$ cat src/include/ep_ctrl_pkg.sv
// Package for the device endpoint control block: register map, fields, types.
// Assumes a 32-bit APB bus and a single pclk domain.
package ep_ctrl_pkg;

  // Register byte offsets
  localparam logic [7:0] OFS_MODE = 8'h00;      // Role and soft connect
  localparam logic [7:0] OFS_SEL = 8'h04;       // Endpoint and direction select
  localparam logic [7:0] OFS_CFG = 8'h08;       // Selected endpoint configuration
  localparam logic [7:0] OFS_MAXPKT = 8'h0c;    // Selected endpoint max packet bytes
  localparam logic [7:0] OFS_STALL = 8'h10;     // Write 1 set stall, read state
  localparam logic [7:0] OFS_UNSTALL = 8'h14;   // Write 1 clear stall
  localparam logic [7:0] OFS_STATUS = 8'h18;    // Endpoint status, write 1 clear
  localparam logic [7:0] OFS_ACK = 8'h1c;       // Receive acknowledge
  localparam logic [7:0] OFS_COUNT = 8'h20;     // Received bytes held
  localparam logic [7:0] OFS_IRQ_STAT = 8'h24;  // Sticky events, write 1 clear
  localparam logic [7:0] OFS_IRQ_MASK = 8'h28;  // Interrupt enables

  // Field positions
  localparam int MODE_DEV_BIT = 0;     // Device role
  localparam int MODE_CONN_BIT = 1;    // Soft connect
  localparam int SEL_DIR_BIT = 8;      // 1 = IN direction
  localparam int CFG_TYPE_LSB = 0;     // Endpoint type, 2 bits
  localparam int CFG_DMA_LSB = 2;      // DMA access mode, 2 bits
  localparam int CFG_AUTOTX_BIT = 4;   // Auto transmit full packet
  localparam int CFG_AUTORQ_BIT = 5;   // Auto receive request
  localparam int CFG_AUTOCLR_BIT = 6;  // Auto packet ready clear
  localparam int ACK_LAST_BIT = 0;     // Last packet indication
  localparam int ST_RXRDY_BIT = 0;     // OUT packet ready
  localparam int ST_TXPEND_BIT = 1;    // IN packet pending
  localparam int ST_STALLSENT_BIT = 2; // Stall handshake sent
  localparam int ST_DATAEND_BIT = 3;   // Endpoint zero data end
  localparam int IRQ_RX_BIT = 0;       // Packet received
  localparam int IRQ_TX_BIT = 1;       // Packet sent
  localparam int IRQ_STALL_BIT = 2;    // Stall sent

  localparam int ST_W = 4;
  localparam int IRQ_W = 3;

  // Endpoint transfer types
  typedef enum logic [1:0] {
    endpoint_type_control = 2'b00,
    endpoint_type_isochronous = 2'b01,
    endpoint_type_bulk = 2'b10,
    endpoint_type_interrupt = 2'b11
  } ep_kind_type;

  // Per endpoint, per direction configuration
  typedef struct packed {
    ep_kind_type kind;
    logic [1:0] endpoint_dma_access_mode;
    logic auto_transmit_full_packet;
    logic auto_receive_request;
    logic auto_packet_ready_clear;
  } ep_cfg_type;

  // Link side event group from the packet engine
  typedef struct packed {
    logic rx_done;      // A packet landed in an OUT FIFO
    logic tx_done;      // An IN packet left
    logic stall_sent;   // A stall handshake was sent
  } link_evt_type;

endpackage : ep_ctrl_pkg

$ cat src/core/usb_ep_ctrl.sv
// Device endpoint control: configuration, stall, status, auto modes, APB slave.
// Assumes an outside packet engine and FIFO that report byte writes and reads.
//
// Behaviour
// - Auto transmit when max packet written
// - Auto request once FIFO space allows, in device role only
// - Auto clear ready after FIFO drained
// - Else ready holds until software clears
// - Endpoint zero configuration is fixed
// - Endpoint holds type and max packet
// - Endpoint holds DMA access mode
// - Configuration read back matches last write beyond endpoint zero
// - Stall IN or OUT independently
// - Clear stall IN or OUT independently
// - Receive acknowledge, last flag on zero
// - Last flag ignored beyond endpoint zero
// - Clear exactly the marked status bits
// - Report received bytes held in FIFO
// - Mode switch selects device role
// - Soft connect attaches or detaches, in device role only
`timescale 1ns/1ps
module usb_ep_ctrl
  import ep_ctrl_pkg::*;
#(
  parameter int NUM_EP = 4,       // Endpoints including zero
  parameter int EPW = 2,          // Endpoint index width
  parameter int MAXW = 11,        // Max packet width
  parameter int CNTW = 12,        // FIFO byte count width
  parameter int FIFO_BYTES = 64,  // OUT FIFO size per endpoint
  parameter logic [MAXW-1:0] EP0_MAXPKT = 11'h040  // Fixed endpoint zero size
) (
  input wire logic pclk,
  input wire logic presetn,
  input wire logic psel,
  input wire logic penable,
  input wire logic pwrite,
  input wire logic [7:0] paddr,
  input wire logic [31:0] pwdata,
  output logic [31:0] prdata,
  output logic pready,
  output logic pslverr,
  // FIFO activity from the data path
  input wire logic in_byte_wr,
  input wire logic [EPW-1:0] in_byte_ep,
  input wire logic out_byte_rd,
  input wire logic [EPW-1:0] out_byte_ep,
  input wire logic out_byte_wr,
  input wire logic [EPW-1:0] out_wr_ep,
  // Packet engine events
  input wire link_evt_type link_evt,
  input wire logic [EPW-1:0] link_ep,
  // Controls to the packet engine
  output logic [NUM_EP-1:0] tx_start,
  output logic [NUM_EP-1:0] rx_request,
  output logic [NUM_EP-1:0] rx_ack,
  output logic ep0_data_end,
  output logic [NUM_EP-1:0] stall_in,
  output logic [NUM_EP-1:0] stall_out,
  output logic device_role,
  output logic soft_connect,
  output logic irq
);

  // Whole module state
  typedef struct packed {
    logic dev;
    logic conn;
    logic [EPW-1:0] sel_ep;
    logic sel_in;
    ep_cfg_type [NUM_EP-1:0] cfg_in;
    ep_cfg_type [NUM_EP-1:0] cfg_out;
    logic [NUM_EP-1:0][MAXW-1:0] max_in;
    logic [NUM_EP-1:0][MAXW-1:0] max_out;
    logic [NUM_EP-1:0][CNTW-1:0] wr_cnt;   // IN bytes written since last send
    logic [NUM_EP-1:0][CNTW-1:0] rx_cnt;   // OUT bytes held
    logic [NUM_EP-1:0] stl_in;
    logic [NUM_EP-1:0] stl_out;
    logic [NUM_EP-1:0][ST_W-1:0] st_in;
    logic [NUM_EP-1:0][ST_W-1:0] st_out;
    logic [NUM_EP-1:0] tx_go;
    logic [NUM_EP-1:0] rq;
    logic [NUM_EP-1:0] ack;
    logic dend;
    logic [IRQ_W-1:0] irq_st;
    logic [IRQ_W-1:0] irq_mask;
  } state_type;

  state_type st_ff;
  state_type nxt_st;

  // Effective max packet, fixed on endpoint zero
  function automatic logic [MAXW-1:0] eff_max(input logic [EPW-1:0] ep,
                                              input logic [MAXW-1:0] v);
    eff_max = (ep == '0) ? EP0_MAXPKT : v;
  endfunction : eff_max

  // Configuration packed into its register layout
  function automatic logic [31:0] cfg_word(input ep_cfg_type c);
    cfg_word = '0;
    cfg_word[CFG_TYPE_LSB +: 2] = c.kind;
    cfg_word[CFG_DMA_LSB +: 2] = c.endpoint_dma_access_mode;
    cfg_word[CFG_AUTOTX_BIT] = c.auto_transmit_full_packet;
    cfg_word[CFG_AUTORQ_BIT] = c.auto_receive_request;
    cfg_word[CFG_AUTOCLR_BIT] = c.auto_packet_ready_clear;
  endfunction : cfg_word

  // Register word unpacked into a configuration, same layout as cfg_word
  function automatic ep_cfg_type cfg_from(input logic [31:0] w);
    cfg_from.kind = ep_kind_type'(w[CFG_TYPE_LSB +: 2]);
    cfg_from.endpoint_dma_access_mode = w[CFG_DMA_LSB +: 2];
    cfg_from.auto_transmit_full_packet = w[CFG_AUTOTX_BIT];
    cfg_from.auto_receive_request = w[CFG_AUTORQ_BIT];
    cfg_from.auto_packet_ready_clear = w[CFG_AUTOCLR_BIT];
  endfunction : cfg_from

  logic acc;
  logic wr;
  logic [EPW-1:0] se;
  logic [31:0] rd;
  logic [CNTW-1:0] free_b;

  assign acc = psel && penable;
  assign wr = acc && pwrite;
  assign se = st_ff.sel_ep;

  // Next state
  always_comb begin
    nxt_st = st_ff;
    nxt_st.tx_go = '0;
    nxt_st.ack = '0;
    nxt_st.dend = 1'b0;
    rd = '0;
    free_b = '0;
    // FIFO byte counting per endpoint
    for (int i = 0; i < NUM_EP; i++) begin
      if (in_byte_wr && in_byte_ep == EPW'(i)) begin
        nxt_st.wr_cnt[i] = st_ff.wr_cnt[i] + 1'b1;
      end
      if (out_byte_wr && out_wr_ep == EPW'(i)) begin
        nxt_st.rx_cnt[i] = nxt_st.rx_cnt[i] + 1'b1;
      end
      if (out_byte_rd && out_byte_ep == EPW'(i) && st_ff.rx_cnt[i] != '0) begin
        nxt_st.rx_cnt[i] = nxt_st.rx_cnt[i] - 1'b1;
      end
    end
    // Automatic behaviour per endpoint
    for (int i = 0; i < NUM_EP; i++) begin
      // Send once a full packet is loaded
      if (st_ff.cfg_in[i].auto_transmit_full_packet && !st_ff.st_in[i][ST_TXPEND_BIT] &&
          nxt_st.wr_cnt[i] >= CNTW'(eff_max(EPW'(i), st_ff.max_in[i]))) begin
        nxt_st.tx_go[i] = 1'b1;
        nxt_st.wr_cnt[i] = '0;
        nxt_st.st_in[i][ST_TXPEND_BIT] = 1'b1;
      end
      // Request more when room for a whole packet
      free_b = CNTW'(FIFO_BYTES) - nxt_st.rx_cnt[i];
      nxt_st.rq[i] = st_ff.cfg_out[i].auto_receive_request && st_ff.dev &&
                     free_b >= CNTW'(eff_max(EPW'(i), st_ff.max_out[i]));
      // Drained packet clears ready by itself
      if (st_ff.cfg_out[i].auto_packet_ready_clear && st_ff.st_out[i][ST_RXRDY_BIT] &&
          out_byte_rd && out_byte_ep == EPW'(i) && st_ff.rx_cnt[i] == CNTW'(1)) begin
        nxt_st.st_out[i][ST_RXRDY_BIT] = 1'b0;
      end
    end
    // Software register writes
    if (wr) begin
      unique case (paddr)
        OFS_MODE: begin
          nxt_st.dev = pwdata[MODE_DEV_BIT];
          nxt_st.conn = pwdata[MODE_CONN_BIT];
        end
        OFS_SEL: begin
          nxt_st.sel_ep = pwdata[EPW-1:0];
          nxt_st.sel_in = pwdata[SEL_DIR_BIT];
        end
        OFS_CFG: begin
          // Endpoint zero ignores configuration writes
          if (se != '0) begin
            if (st_ff.sel_in) begin
              nxt_st.cfg_in[se] = cfg_from(pwdata);
            end else begin
              nxt_st.cfg_out[se] = cfg_from(pwdata);
            end
          end
        end
        OFS_MAXPKT: begin
          if (se != '0) begin
            if (st_ff.sel_in) begin
              nxt_st.max_in[se] = pwdata[MAXW-1:0];
            end else begin
              nxt_st.max_out[se] = pwdata[MAXW-1:0];
            end
          end
        end
        OFS_STALL: begin
          nxt_st.stl_in = st_ff.stl_in | pwdata[NUM_EP-1:0];
          nxt_st.stl_out = st_ff.stl_out | pwdata[16 +: NUM_EP];
        end
        OFS_UNSTALL: begin
          nxt_st.stl_in = st_ff.stl_in & ~pwdata[NUM_EP-1:0];
          nxt_st.stl_out = st_ff.stl_out & ~pwdata[16 +: NUM_EP];
        end
        OFS_STATUS: begin
          // Only marked bits clear
          if (st_ff.sel_in) begin
            nxt_st.st_in[se] = nxt_st.st_in[se] & ~pwdata[ST_W-1:0];
          end else begin
            nxt_st.st_out[se] = nxt_st.st_out[se] & ~pwdata[ST_W-1:0];
          end
        end
        OFS_ACK: begin
          nxt_st.ack[se] = 1'b1;
          nxt_st.st_out[se][ST_RXRDY_BIT] = 1'b0;
          nxt_st.dend = (se == '0) && pwdata[ACK_LAST_BIT];
        end
        OFS_IRQ_STAT: nxt_st.irq_st = st_ff.irq_st & ~pwdata[IRQ_W-1:0];
        OFS_IRQ_MASK: nxt_st.irq_mask = pwdata[IRQ_W-1:0];
        default: ;
      endcase
    end
    // Link events update status last; they win over a same-cycle write or auto update
    if (link_evt.rx_done) begin
      nxt_st.st_out[link_ep][ST_RXRDY_BIT] = 1'b1;
      nxt_st.irq_st[IRQ_RX_BIT] = 1'b1;
    end
    if (link_evt.tx_done) begin
      nxt_st.st_in[link_ep][ST_TXPEND_BIT] = 1'b0;
      nxt_st.irq_st[IRQ_TX_BIT] = 1'b1;
    end
    if (link_evt.stall_sent) begin
      nxt_st.st_in[link_ep][ST_STALLSENT_BIT] = st_ff.stl_in[link_ep];
      nxt_st.st_out[link_ep][ST_STALLSENT_BIT] = st_ff.stl_out[link_ep];
      nxt_st.irq_st[IRQ_STALL_BIT] = 1'b1;
    end
    // Read mux
    unique case (paddr)
      OFS_MODE: begin
        rd[MODE_DEV_BIT] = st_ff.dev;
        rd[MODE_CONN_BIT] = st_ff.conn;
      end
      OFS_SEL: begin
        rd[EPW-1:0] = st_ff.sel_ep;
        rd[SEL_DIR_BIT] = st_ff.sel_in;
      end
      OFS_CFG: rd = st_ff.sel_in ? cfg_word(st_ff.cfg_in[se]) : cfg_word(st_ff.cfg_out[se]);
      OFS_MAXPKT: rd[MAXW-1:0] = st_ff.sel_in ? eff_max(se, st_ff.max_in[se]) :
                                 eff_max(se, st_ff.max_out[se]);
      OFS_STALL: begin
        rd[NUM_EP-1:0] = st_ff.stl_in;
        rd[16 +: NUM_EP] = st_ff.stl_out;
      end
      OFS_STATUS: rd[ST_W-1:0] = st_ff.sel_in ? st_ff.st_in[se] : st_ff.st_out[se];
      OFS_COUNT: rd[CNTW-1:0] = st_ff.rx_cnt[se];
      OFS_IRQ_STAT: rd[IRQ_W-1:0] = st_ff.irq_st;
      OFS_IRQ_MASK: rd[IRQ_W-1:0] = st_ff.irq_mask;
      default: rd = '0;
    endcase
  end

  // State register
  always_ff @(posedge pclk or negedge presetn) begin
    if (!presetn) begin
      st_ff <= '0;
    end else begin
      st_ff <= nxt_st;
    end
  end

  // Outputs
  assign pready = 1'b1;
  assign pslverr = 1'b0;
  assign prdata = rd;
  assign tx_start = st_ff.tx_go;
  assign rx_request = st_ff.rq;
  assign rx_ack = st_ff.ack;
  assign ep0_data_end = st_ff.dend;
  assign stall_in = st_ff.stl_in;
  assign stall_out = st_ff.stl_out;
  assign device_role = st_ff.dev;
  assign soft_connect = st_ff.conn && st_ff.dev;
  assign irq = |(st_ff.irq_st & st_ff.irq_mask);

endmodule : usb_ep_ctrl

$ cat config.mk
export PLATFORM = sky130hd
export DESIGN_NAME = usb_ep_ctrl
export DESIGN_NICKNAME = d
export VERILOG_FILES = /design/src/include/ep_ctrl_pkg.sv /design/src/core/usb_ep_ctrl.sv
export SDC_FILE = /design/constraint.sdc
export NUM_CORES = 1
export LEC_CHECK = 0
export BUFFER_PORTS_ARGS = -buffer_cell sky130_fd_sc_hd__buf_2
export CAP_MARGIN = 30
export CORE_MARGIN = 2
export CORE_UTILIZATION = 62
export DETAILED_ROUTE_END_ITERATION = 7
export HOLD_SLACK_MARGIN = 0.02
export MAX_ROUTING_LAYER = met4
export PLACE_DENSITY_LB_ADDON = 0.15
export SLEW_MARGIN = 20
export SYNTH_ARGS = -nofsm -noshare
export SYNTH_HDL_FRONTEND = slang
export SYNTH_SLANG_ARGS = --single-unit
$ cat constraint.sdc
create_clock -name pclk -period 4.3 [get_ports pclk]
set_clock_uncertainty 0.05 [all_clocks]
set_input_delay 0.215 -clock pclk [delete_from_list [all_inputs] [get_ports pclk]]
set_output_delay 0.215 -clock pclk [all_outputs]
set_load 0.02 [all_outputs]
# After elaboration in Yosys (flattened, before gate mapping)
# Index checks and enable logic that the tools add are counted.
dict set report classes {
  magnitude_cmp 12
  n_reduce_logical 87
  n_eq_ne 23
  n_bitwise 17
  mux 103
  addsub 16
}
# operator n
set ops {}
lappend ops {{two-way mux 12 bit} 17}
lappend ops {{adder 12 x 1 -> 12 bit, second input constant} 8}
lappend ops {{bitwise mux 44 bit} 2}
lappend ops {{two-way mux 16 bit} 5}
lappend ops {{two-way mux 11 bit} 7}
lappend ops {{>= comparator 12 x 11 -> 1 bit} 6}
lappend ops {{bitwise mux 16 bit} 4}
lappend ops {{two-way mux 32 bit} 2}
lappend ops {{bitwise mux 28 bit} 2}
lappend ops {{logical AND 1 bit} 54}
lappend ops {{== test 12 x 1 -> 1 bit, second input constant} 4}
lappend ops {{nonzero test 12 bit} 4}
lappend ops {{subtractor 12 x 1 -> 12 bit, second input constant} 4}
lappend ops {{subtractor 7 x 12 -> 12 bit, first input constant} 4}
lappend ops {{binary-select mux 11 bit (select 2 bit)} 2}
lappend ops {{demux 4 bit (select 2 bit)} 5}
lappend ops {{AND 16 bit} 2}
lappend ops {{binary-select mux 4 bit (select 2 bit)} 4}
lappend ops {{== test 8 x 5 -> 1 bit, second input constant} 4}
lappend ops {{NOT 16 bit} 2}
lappend ops {{case mux 16 bit (2 select lines)} 1}
lappend ops {{binary-select mux 7 bit (select 2 bit)} 2}
lappend ops {{two-way mux 7 bit} 4}
lappend ops {{binary-select mux 12 bit (select 2 bit)} 1}
lappend ops {{40 further kinds} 108}
dict set report word_totals {
  ff_bits 304
  wordCells 336
  input_bits 59
  out_inout_bits 58
}

# Depth between registers and ports, before layout
# Gate-level depths: netlist (run 1).
dict set report depth {
  ltp_word 17
  ltp_mapped 19
}

# Worst setup path before layout (run 1)
# No wires, ideal clock.
dict set report synth_timing {
  path_type {register to register}
  startpoint {register st_ff[71] (netlist name)}
  endpoint {register st_ff (netlist bit rx_request[1])}
  stages_incl_launch_ff 17
  arrival_ns 3.438
  synth_period_minus_slack_ns 3.617
  setup_time_ns 0.129
  path_slack_ns 0.683
  path_buffers 1
  cell_sequence {dfrtp_1 -> buf_2 -> inv_1 -> ha_1 -> or4_4 -> a211oi_4 -> xnor2_1 -> nor2b_1 -> nand4_1 -> a21o_1 -> nor3_2 -> xnor2_1 -> ha_1 -> o2111ai_1 -> a21oi_1 -> a211oi_1 -> a21oi_1}
}
# element line
set synth_lines {}
lappend synth_lines {{start, declared} usb_ep_ctrl.sv:88} ;# state_type st_ff;
lappend synth_lines {{start signal, assigned} usb_ep_ctrl.sv:265} ;# st_ff <= nxt_st;

==> reports/results.tsv, run 1 <==
metric	value	unit
Slew HR	0.4222	
Clock Tree Root	clkbuf_16	
full die area	30610	sq um
fin crit share	0.9220	
Sum Neg Setup Slack	0	ns
Critical Path RT	4.71	ns
cell family with most CP delay	compound AO/OA/AOI/OAI gates	
Die Width	175.0	um
CP bufs+invs	0	
Achievable Freq	252.2	MHz
initial core utilization	0.6313	
CP max-delay cell	dfrtp_2	
Setup crit start	st_ff[71]	
largest net degree at the start of global routing	108	
CTS Buffer Depth	3	
cell area power density	492.4	nW/um^2
clk sinks	282	
fraction of final layout cells sized beyond drive strength 1	0.1983	
post-route ant nets	0	
Crit Path Class	reg -> reg	
post-synth top area cell	dfrtp_1	
Final Hold Viols	0	
Critical Path AT	4.37	ns
most frequent cells after synthesis	dfrtp_1 (282), nand2_1 (143), mux2_2 (122)	
most frequent cell after synthesis	dfrtp_1	
Worst VDD drop	0.0003680	V
sequential share of the synthesized area	0.3895	
post-route DRC violation count	0	
port buffer count	81	
fillers	2195	
Total Nets Final	2000	
CTS tree	yes	
fin. max-slew vios	0	
num rows	62	
CTS buffer count	31	
drt initial violations	1306	
drt wl/cell	20.72	um
vias per cell	6.238	
slew at the pin closest to its max-slew limit	0.8588	ns
via count	14100	
hpwl dp	34060	um
CP max stage delay	0.49	ns
drt first pass iters	7	
FF-to-FF Start	st_ff[71]	
Total Power	9.807	mW
gr ovfl total	0	
Synth top area share	0.3895	
min-delay src	pwdata[3]	
total wire length	46820	um
clk_lat worst skew	0.59	ns
area of the core	28700	sq um
vias in the first global route	13490	
Avg Cell Area, Syn	9.972	sq um
Ys Warns	0	
Synth area leaders	dfrtp_1 (39%), mux2_2 (7.6%), ha_1 (6.1%)	
Post-synth EDFFs	0	
Post-Place Worst Slack	0.3002	ns
Layout Cells excl Fill	2260	
total setup buffers inserted after CTS	0	
fin util	0.6939	
area of the multi-input gates	10060	sq um
RSZ-0062 raised after global routing	false	
crit start category	flip-flop	
crit path max fanout	12	
number of synthesized register bits	282	
Sequential Area	7063	sq um
Syn-to-layout area delta	9.923	%
first-pass GRT wire length	74220	um
post-route setup slack	0.3355	ns
minimum clock period	3.965	ns
gr usage total	0.3174	
Hold Path Class	in -> reg	
antenna cells	0	
gpl congestion	0.9493	
Pleak	8.976	nW
Netlist cell types	90	
die height	175.0	um
Async SR Flop Fraction	1.000	
I/O pin count	117	
Setup Viol. Count Final	0	
Synth Flop Type	dfrtp_1	
status	completed	
H-Tree Depth	1	
max cap viols	0	
clk slew on worst S/H paths	0.06	ns
Critical Path, Cell by Cell	ha_1 -> xor2_1 -> or4_4 -> a211oi_4 -> nand2_1 -> xnor2_2 -> nand4_1 -> a21o_1 -> nor3_2 -> xnor2_1 -> ha_1 -> o2111ai_1 -> a21oi_1 -> a211oi_1 -> a21oi_1	
Crit. End Element	flip-flop	
initial antenna violation count	0	
Mapped Cells	1817	
Cell Area, Synth	18120	sq um
Inst Count DP	2185	
worst paths after layout:
kind | endpoint | depth (start not counted) | slack [ns]
setup / recovery | rx_request[1] | 15 | 0.34
hold / removal | st_ff[235] | 3 | 0.07
setup reg to reg | rx_request[1] | 15 | 0.34
hold reg to reg | st_ff[276] | 0 | 0.32
max in group asynchronous | st_ff[151] | 3 | 2.96
min in group asynchronous | st_ff[64] | 2 | 0.21
state kept, by name, summed over array words and instances, names as in the netlist, named ones only:
signal and flops:
device_role 1, ep0_data_end 1, rx_ack 4, rx_request 4, se 2, st_ff 258
tx_start 4
cell families after synthesis:
| logic type | share of synthesized area |
|---|---|
| other | 0.0004145 |
| adder cells (fa/ha/maj) | 0.06146 |
| AO/OA/AOI/OAI | 0.1152 |
| buffers and inverters | 0.05994 |
| XOR/XNOR | 0.08294 |
| multiplexers | 0.1348 |
| flip-flops | 0.3895 |
| AND/OR/NAND/NOR | 0.1558 |
routing by layer:
layer | vias to the layer above | part of all wire | GRT usage
met4 | 0 | 0.032 | 0.1038
li1 | 6475 | - | -
met2 | 583 | 0.45 | 0.4733
met5 | - | 0 | -
met1 | 6939 | 0.44 | 0.4474
met3 | 102 | 0.076 | 0.04961
layout by cell type (no fill, tap or decap), types with 8 or more instances in the layout:
cell type / n
a221oi_1: 15
conb_1: 18
a21o_1: 27
o21a_1: 19
xnor2_1: 110
a22oi_1: 20
xor2_1: 56
dlygate4sd3_1: 18
nand4_1: 30
nor4_1: 20
inv_1: 102
mux4_2: 35
nand2_1: 143
o31ai_1: 10
a21boi_0: 13
mux2_2: 122
o21ai_0: 64
or2_2: 8
clkbuf_16: 31
nor2_1: 102
buf_4: 27
nand2b_1: 14
ha_1: 89
a31oi_1: 20
dfrtp_1: 279
nand3_1: 57
a21oi_1: 53
and3_1: 12
nor3_1: 44
nor2b_1: 32
and2_1: 13
or3_1: 10
mux2i_1: 28
buf_2: 81
worst reg2reg max path, cell delays in order, from the launching register on:
cell	delay, ns
dfrtp_2	0.49
ha_1	0.36
xor2_1	0.20
or4_4	0.45
a211oi_4	0.31
nand2_1	0.15
xnor2_2	0.27
nand4_1	0.17
a21o_1	0.25
nor3_2	0.19
xnor2_1	0.16
ha_1	0.29
o2111ai_1	0.13
a21oi_1	0.06
a211oi_1	0.21
a21oi_1	0.10
report_power, final:
group	switching, mW	internal (mW)	total (mW)
clock	1.12	1.69	2.81
combinational	1.93	1.56	3.49
sequential	0.564	2.94	3.50
area by class of cell:
type / count / area share
multi-input cells: 1306 / 0.5052
clock buffers: 43 / 0.04473
flip-flops and latches: 282 / 0.3546
inverters: 102 / 0.01922
well taps: 384 / 0.02412
repair buffers: 129 / 0.04234
clock inverters: 14 / 0.009737
per-stage QoR:
stage,hold WS (ns),instance area [sq um]
final,0.06816,19920
after CTS,0.04012,19910
after detailed placement,0.2812,18640
after global routing,0.05737,19920
after global placement,0.2796,18640
after floorplan,-0.1306,18180
what timing repair did:
action / 4_1_cts / 5_1_grt
endpoints found under the hold margin: 158 / 0
endpoints found under the setup margin: 0 / 1
hold buffers: 18 / 0
resized for setup: 0 / 3
(Power assumes the default switching activity.)
==> run 2, diff against run 1 <==
--- a/config.mk
+++ b/config.mk
@@ -13,6 +13,7 @@
 export HOLD_SLACK_MARGIN = 0.02
 export MAX_ROUTING_LAYER = met4
 export PLACE_DENSITY_LB_ADDON = 0.15
+export RECOVER_POWER = 25
 export SLEW_MARGIN = 20
 export SYNTH_ARGS = -nofsm -noshare
 export SYNTH_HDL_FRONTEND = slang
==> constraint.sdc (replaced) <==
create_clock -name pclk -period 4.8 [get_ports pclk]
set_clock_uncertainty 0.05 [all_clocks]
set_input_delay 0.24 -clock pclk [delete_from_list [all_inputs] [get_ports pclk]]
set_output_delay 0.24 -clock pclk [all_outputs]
set_load 0.02 [all_outputs]
==> reports/results.tsv, run 2 (synthesis gave the netlist of run 1 again) <==
metric	value	unit	change
drt initial violations	1266		-3.1%
largest net degree at the start of global routing	128		+19%
area of the core	28700	sq um	unchanged
Clock Tree Root	clkbuf_16		
die height	175.0	um	unchanged
Crit. End Element	flip-flop		
port buffer count	81		unchanged
gpl congestion	0.9346		-1.5%
fin. max-slew vios	100		+100
fin crit share	0.8526		-0.06938
failing checks	max-capacitance violations, max-slew violations		
CP bufs+invs	2		+2
I/O pin count	117		unchanged
drt first pass iters	8		+1
Die Width	175.0	um	unchanged
H-Tree Depth	1		unchanged
clk sinks	282		unchanged
cell area power density	436.7	nW/um^2	-11%
Critical Path, Cell by Cell	inv_1 -> ha_1 -> or4_1 -> o211ai_1 -> nor3_1 -> or4_4 -> xnor2_1 -> xnor2_1 -> ha_1 -> inv_1 -> o21ai_0 -> o2111ai_1 -> a31oi_1		
drt wl/cell	20.86	um	+0.70%
Top reg by flops	st_ff		
max reg flops	258		unchanged
initial core utilization	0.6313		unchanged
minimum clock period	4.093	ns	+0.1280 ns
clk_lat worst skew	0.56	ns	-0.03 ns
clk slew on worst S/H paths	0.07	ns	about the same
Syn-to-layout area delta	8.473	%	
Achievable Freq	244.3	MHz	-3.1%
post-route ant nets	0		unchanged
Layout Cells excl Fill	2243		-0.75%
total setup buffers inserted after CTS	0		unchanged
first-pass GRT wire length	74090	um	-0.17%
Critical Path RT	5.22	ns	+0.51 ns
Worst VDD drop	0.0002533	V	-31%
hold slack	0.04595	ns	-0.02221 ns
cell family with most CP delay	simple AND/OR/NAND/NOR gates		
gr usage total	0.3163		-0.001044
post-route DRC violation count	0		unchanged
slew at the pin closest to its max-slew limit	2.649	ns	+1.790 ns
Pleak	8.748	nW	-2.5%
crit path max fanout	11		-1
CP max stage delay	0.62	ns	+0.13 ns
Total Power	8.583	mW	-12%
placed cell area	18520	sq um	-0.66%
fillers	2250		+2.5%
commonest non-fill, non-tap cell in the layout	dfrtp_1		
Setup Viol. Count Final	0		unchanged
fraction of final layout cells sized beyond drive strength 1	0.1784		-0.01986
via count	13970		-0.95%
Critical Path AT	4.51	ns	+0.14 ns
hpwl dp	33940	um	-0.35%
Final Hold Viols	0		unchanged
Inst Count DP	2170		-0.69%
Total Nets Final	1982		-0.90%
Slew HR	-0.7661		-1.188
CP max-delay cell	dfrtp_1		
num rows	62		unchanged
post-route cell area	19650	sq um	-1.3%
vias in the first global route	13670		+1.4%
full die area	30610	sq um	unchanged
CTS Buffer Depth	3		unchanged
Crit Path Class	reg -> reg		
RSZ-0062 raised after global routing	false		
Sum Neg Setup Slack	0	ns	unchanged
crit start category	flip-flop		
most frequent cells in the layout	dfrtp_1 (280), nand2_1 (143), mux2_2 (122)		
Hold Path Class	in -> reg		
max cap viols	1		+1
gr ovfl total	0		unchanged
status	finished, violations left		
vias per cell	6.226		-0.20%
CTS tree	yes		
CTS buffer count	30		-3.2%
total wire length	46790	um	about the same
initial antenna violation count	1		+1
run 2: cell types whose count changed in the layout (fill, tap and decap cells not counted), sizes merged:
cell         change
buf             -39
clkbuf          +20
diode            +4
dlygate4sd3      -3
clkinv           +2
bufinv           -1
clkinvlp         +1
inv              -1
run 2: tightest hold or removal path, delay by kind of cell:
kind / cells / cell delay, ns
and+or+nand+nor: 1 / 0.08
AOI/OAI and AO/OA: 1 / 0.07
buffers and inverters: 1 / 0.21
run 2: final cells by class:
type | count | area [sq um] | area share
Clock inverter | 15 | 172.7 | 0.008785
Antenna cell | 4 | 10.01 | 0.0005093
Multi-Input combinational cell | 1306 | 10050 | 0.5115
Inverter | 102 | 382.9 | 0.01948
Tap cell | 384 | 480.5 | 0.02445
Sequential cell | 282 | 7062 | 0.3593
Clock buffer | 38 | 840.8 | 0.04278
Timing Repair Buffer | 112 | 653.1 | 0.03323
run 2: metal layers:
| metal | track usage | wire (um) | vias to the layer above | part of all wire |
|---|---|---|---|---|
| met4 | 0.09757 | 1582 | 0 | 0.034 |
| met3 | 0.05853 | 3668 | 107 | 0.078 |
| met2 | 0.4811 | 21070 | 530 | 0.45 |
| li1 | - | - | 6432 | - |
| met5 | - | 0 | - | 0 |
| met1 | 0.4342 | 20470 | 6896 | 0.44 |
run 2: what timing repair did:
action,in CTS,in global routing
hold buffers,15,0
endpoints found under the hold margin,142,0
resized for setup,0,0
run 2: metrics by stage:
step	util	worst slack, ns
after floorplan	-	1.183
after global placement	0.6449	0.8758
after detailed placement	0.6452	0.8173
after CTS	0.6857	0.7818
after global routing	0.6847	0.4579
final	0.6847	0.7075
run 2: power by group:
part	leakage [nW]	switching, mW	internal [mW]	total (mW)
Sequential	3.68	0.572	2.63	3.20
Combinational	4.57	1.65	1.35	3.01
Clock	0.497	0.978	1.40	2.37
run 2: final timing paths:
kind	startpoint	to	slack, ns	depth (start not counted)
hold reg to reg	st_ff[275]	st_ff[275]	0.33	0
min in group asynchronous	presetn	st_ff[64]	1.00	2
max in group asynchronous	presetn	st_ff[22]	1.81	3
hold / removal	pwdata[4]	st_ff[236]	0.05	3
setup / recovery	st_ff[96]	rx_request[3]	0.71	13
setup reg to reg	st_ff[96]	rx_request[3]	0.71	13
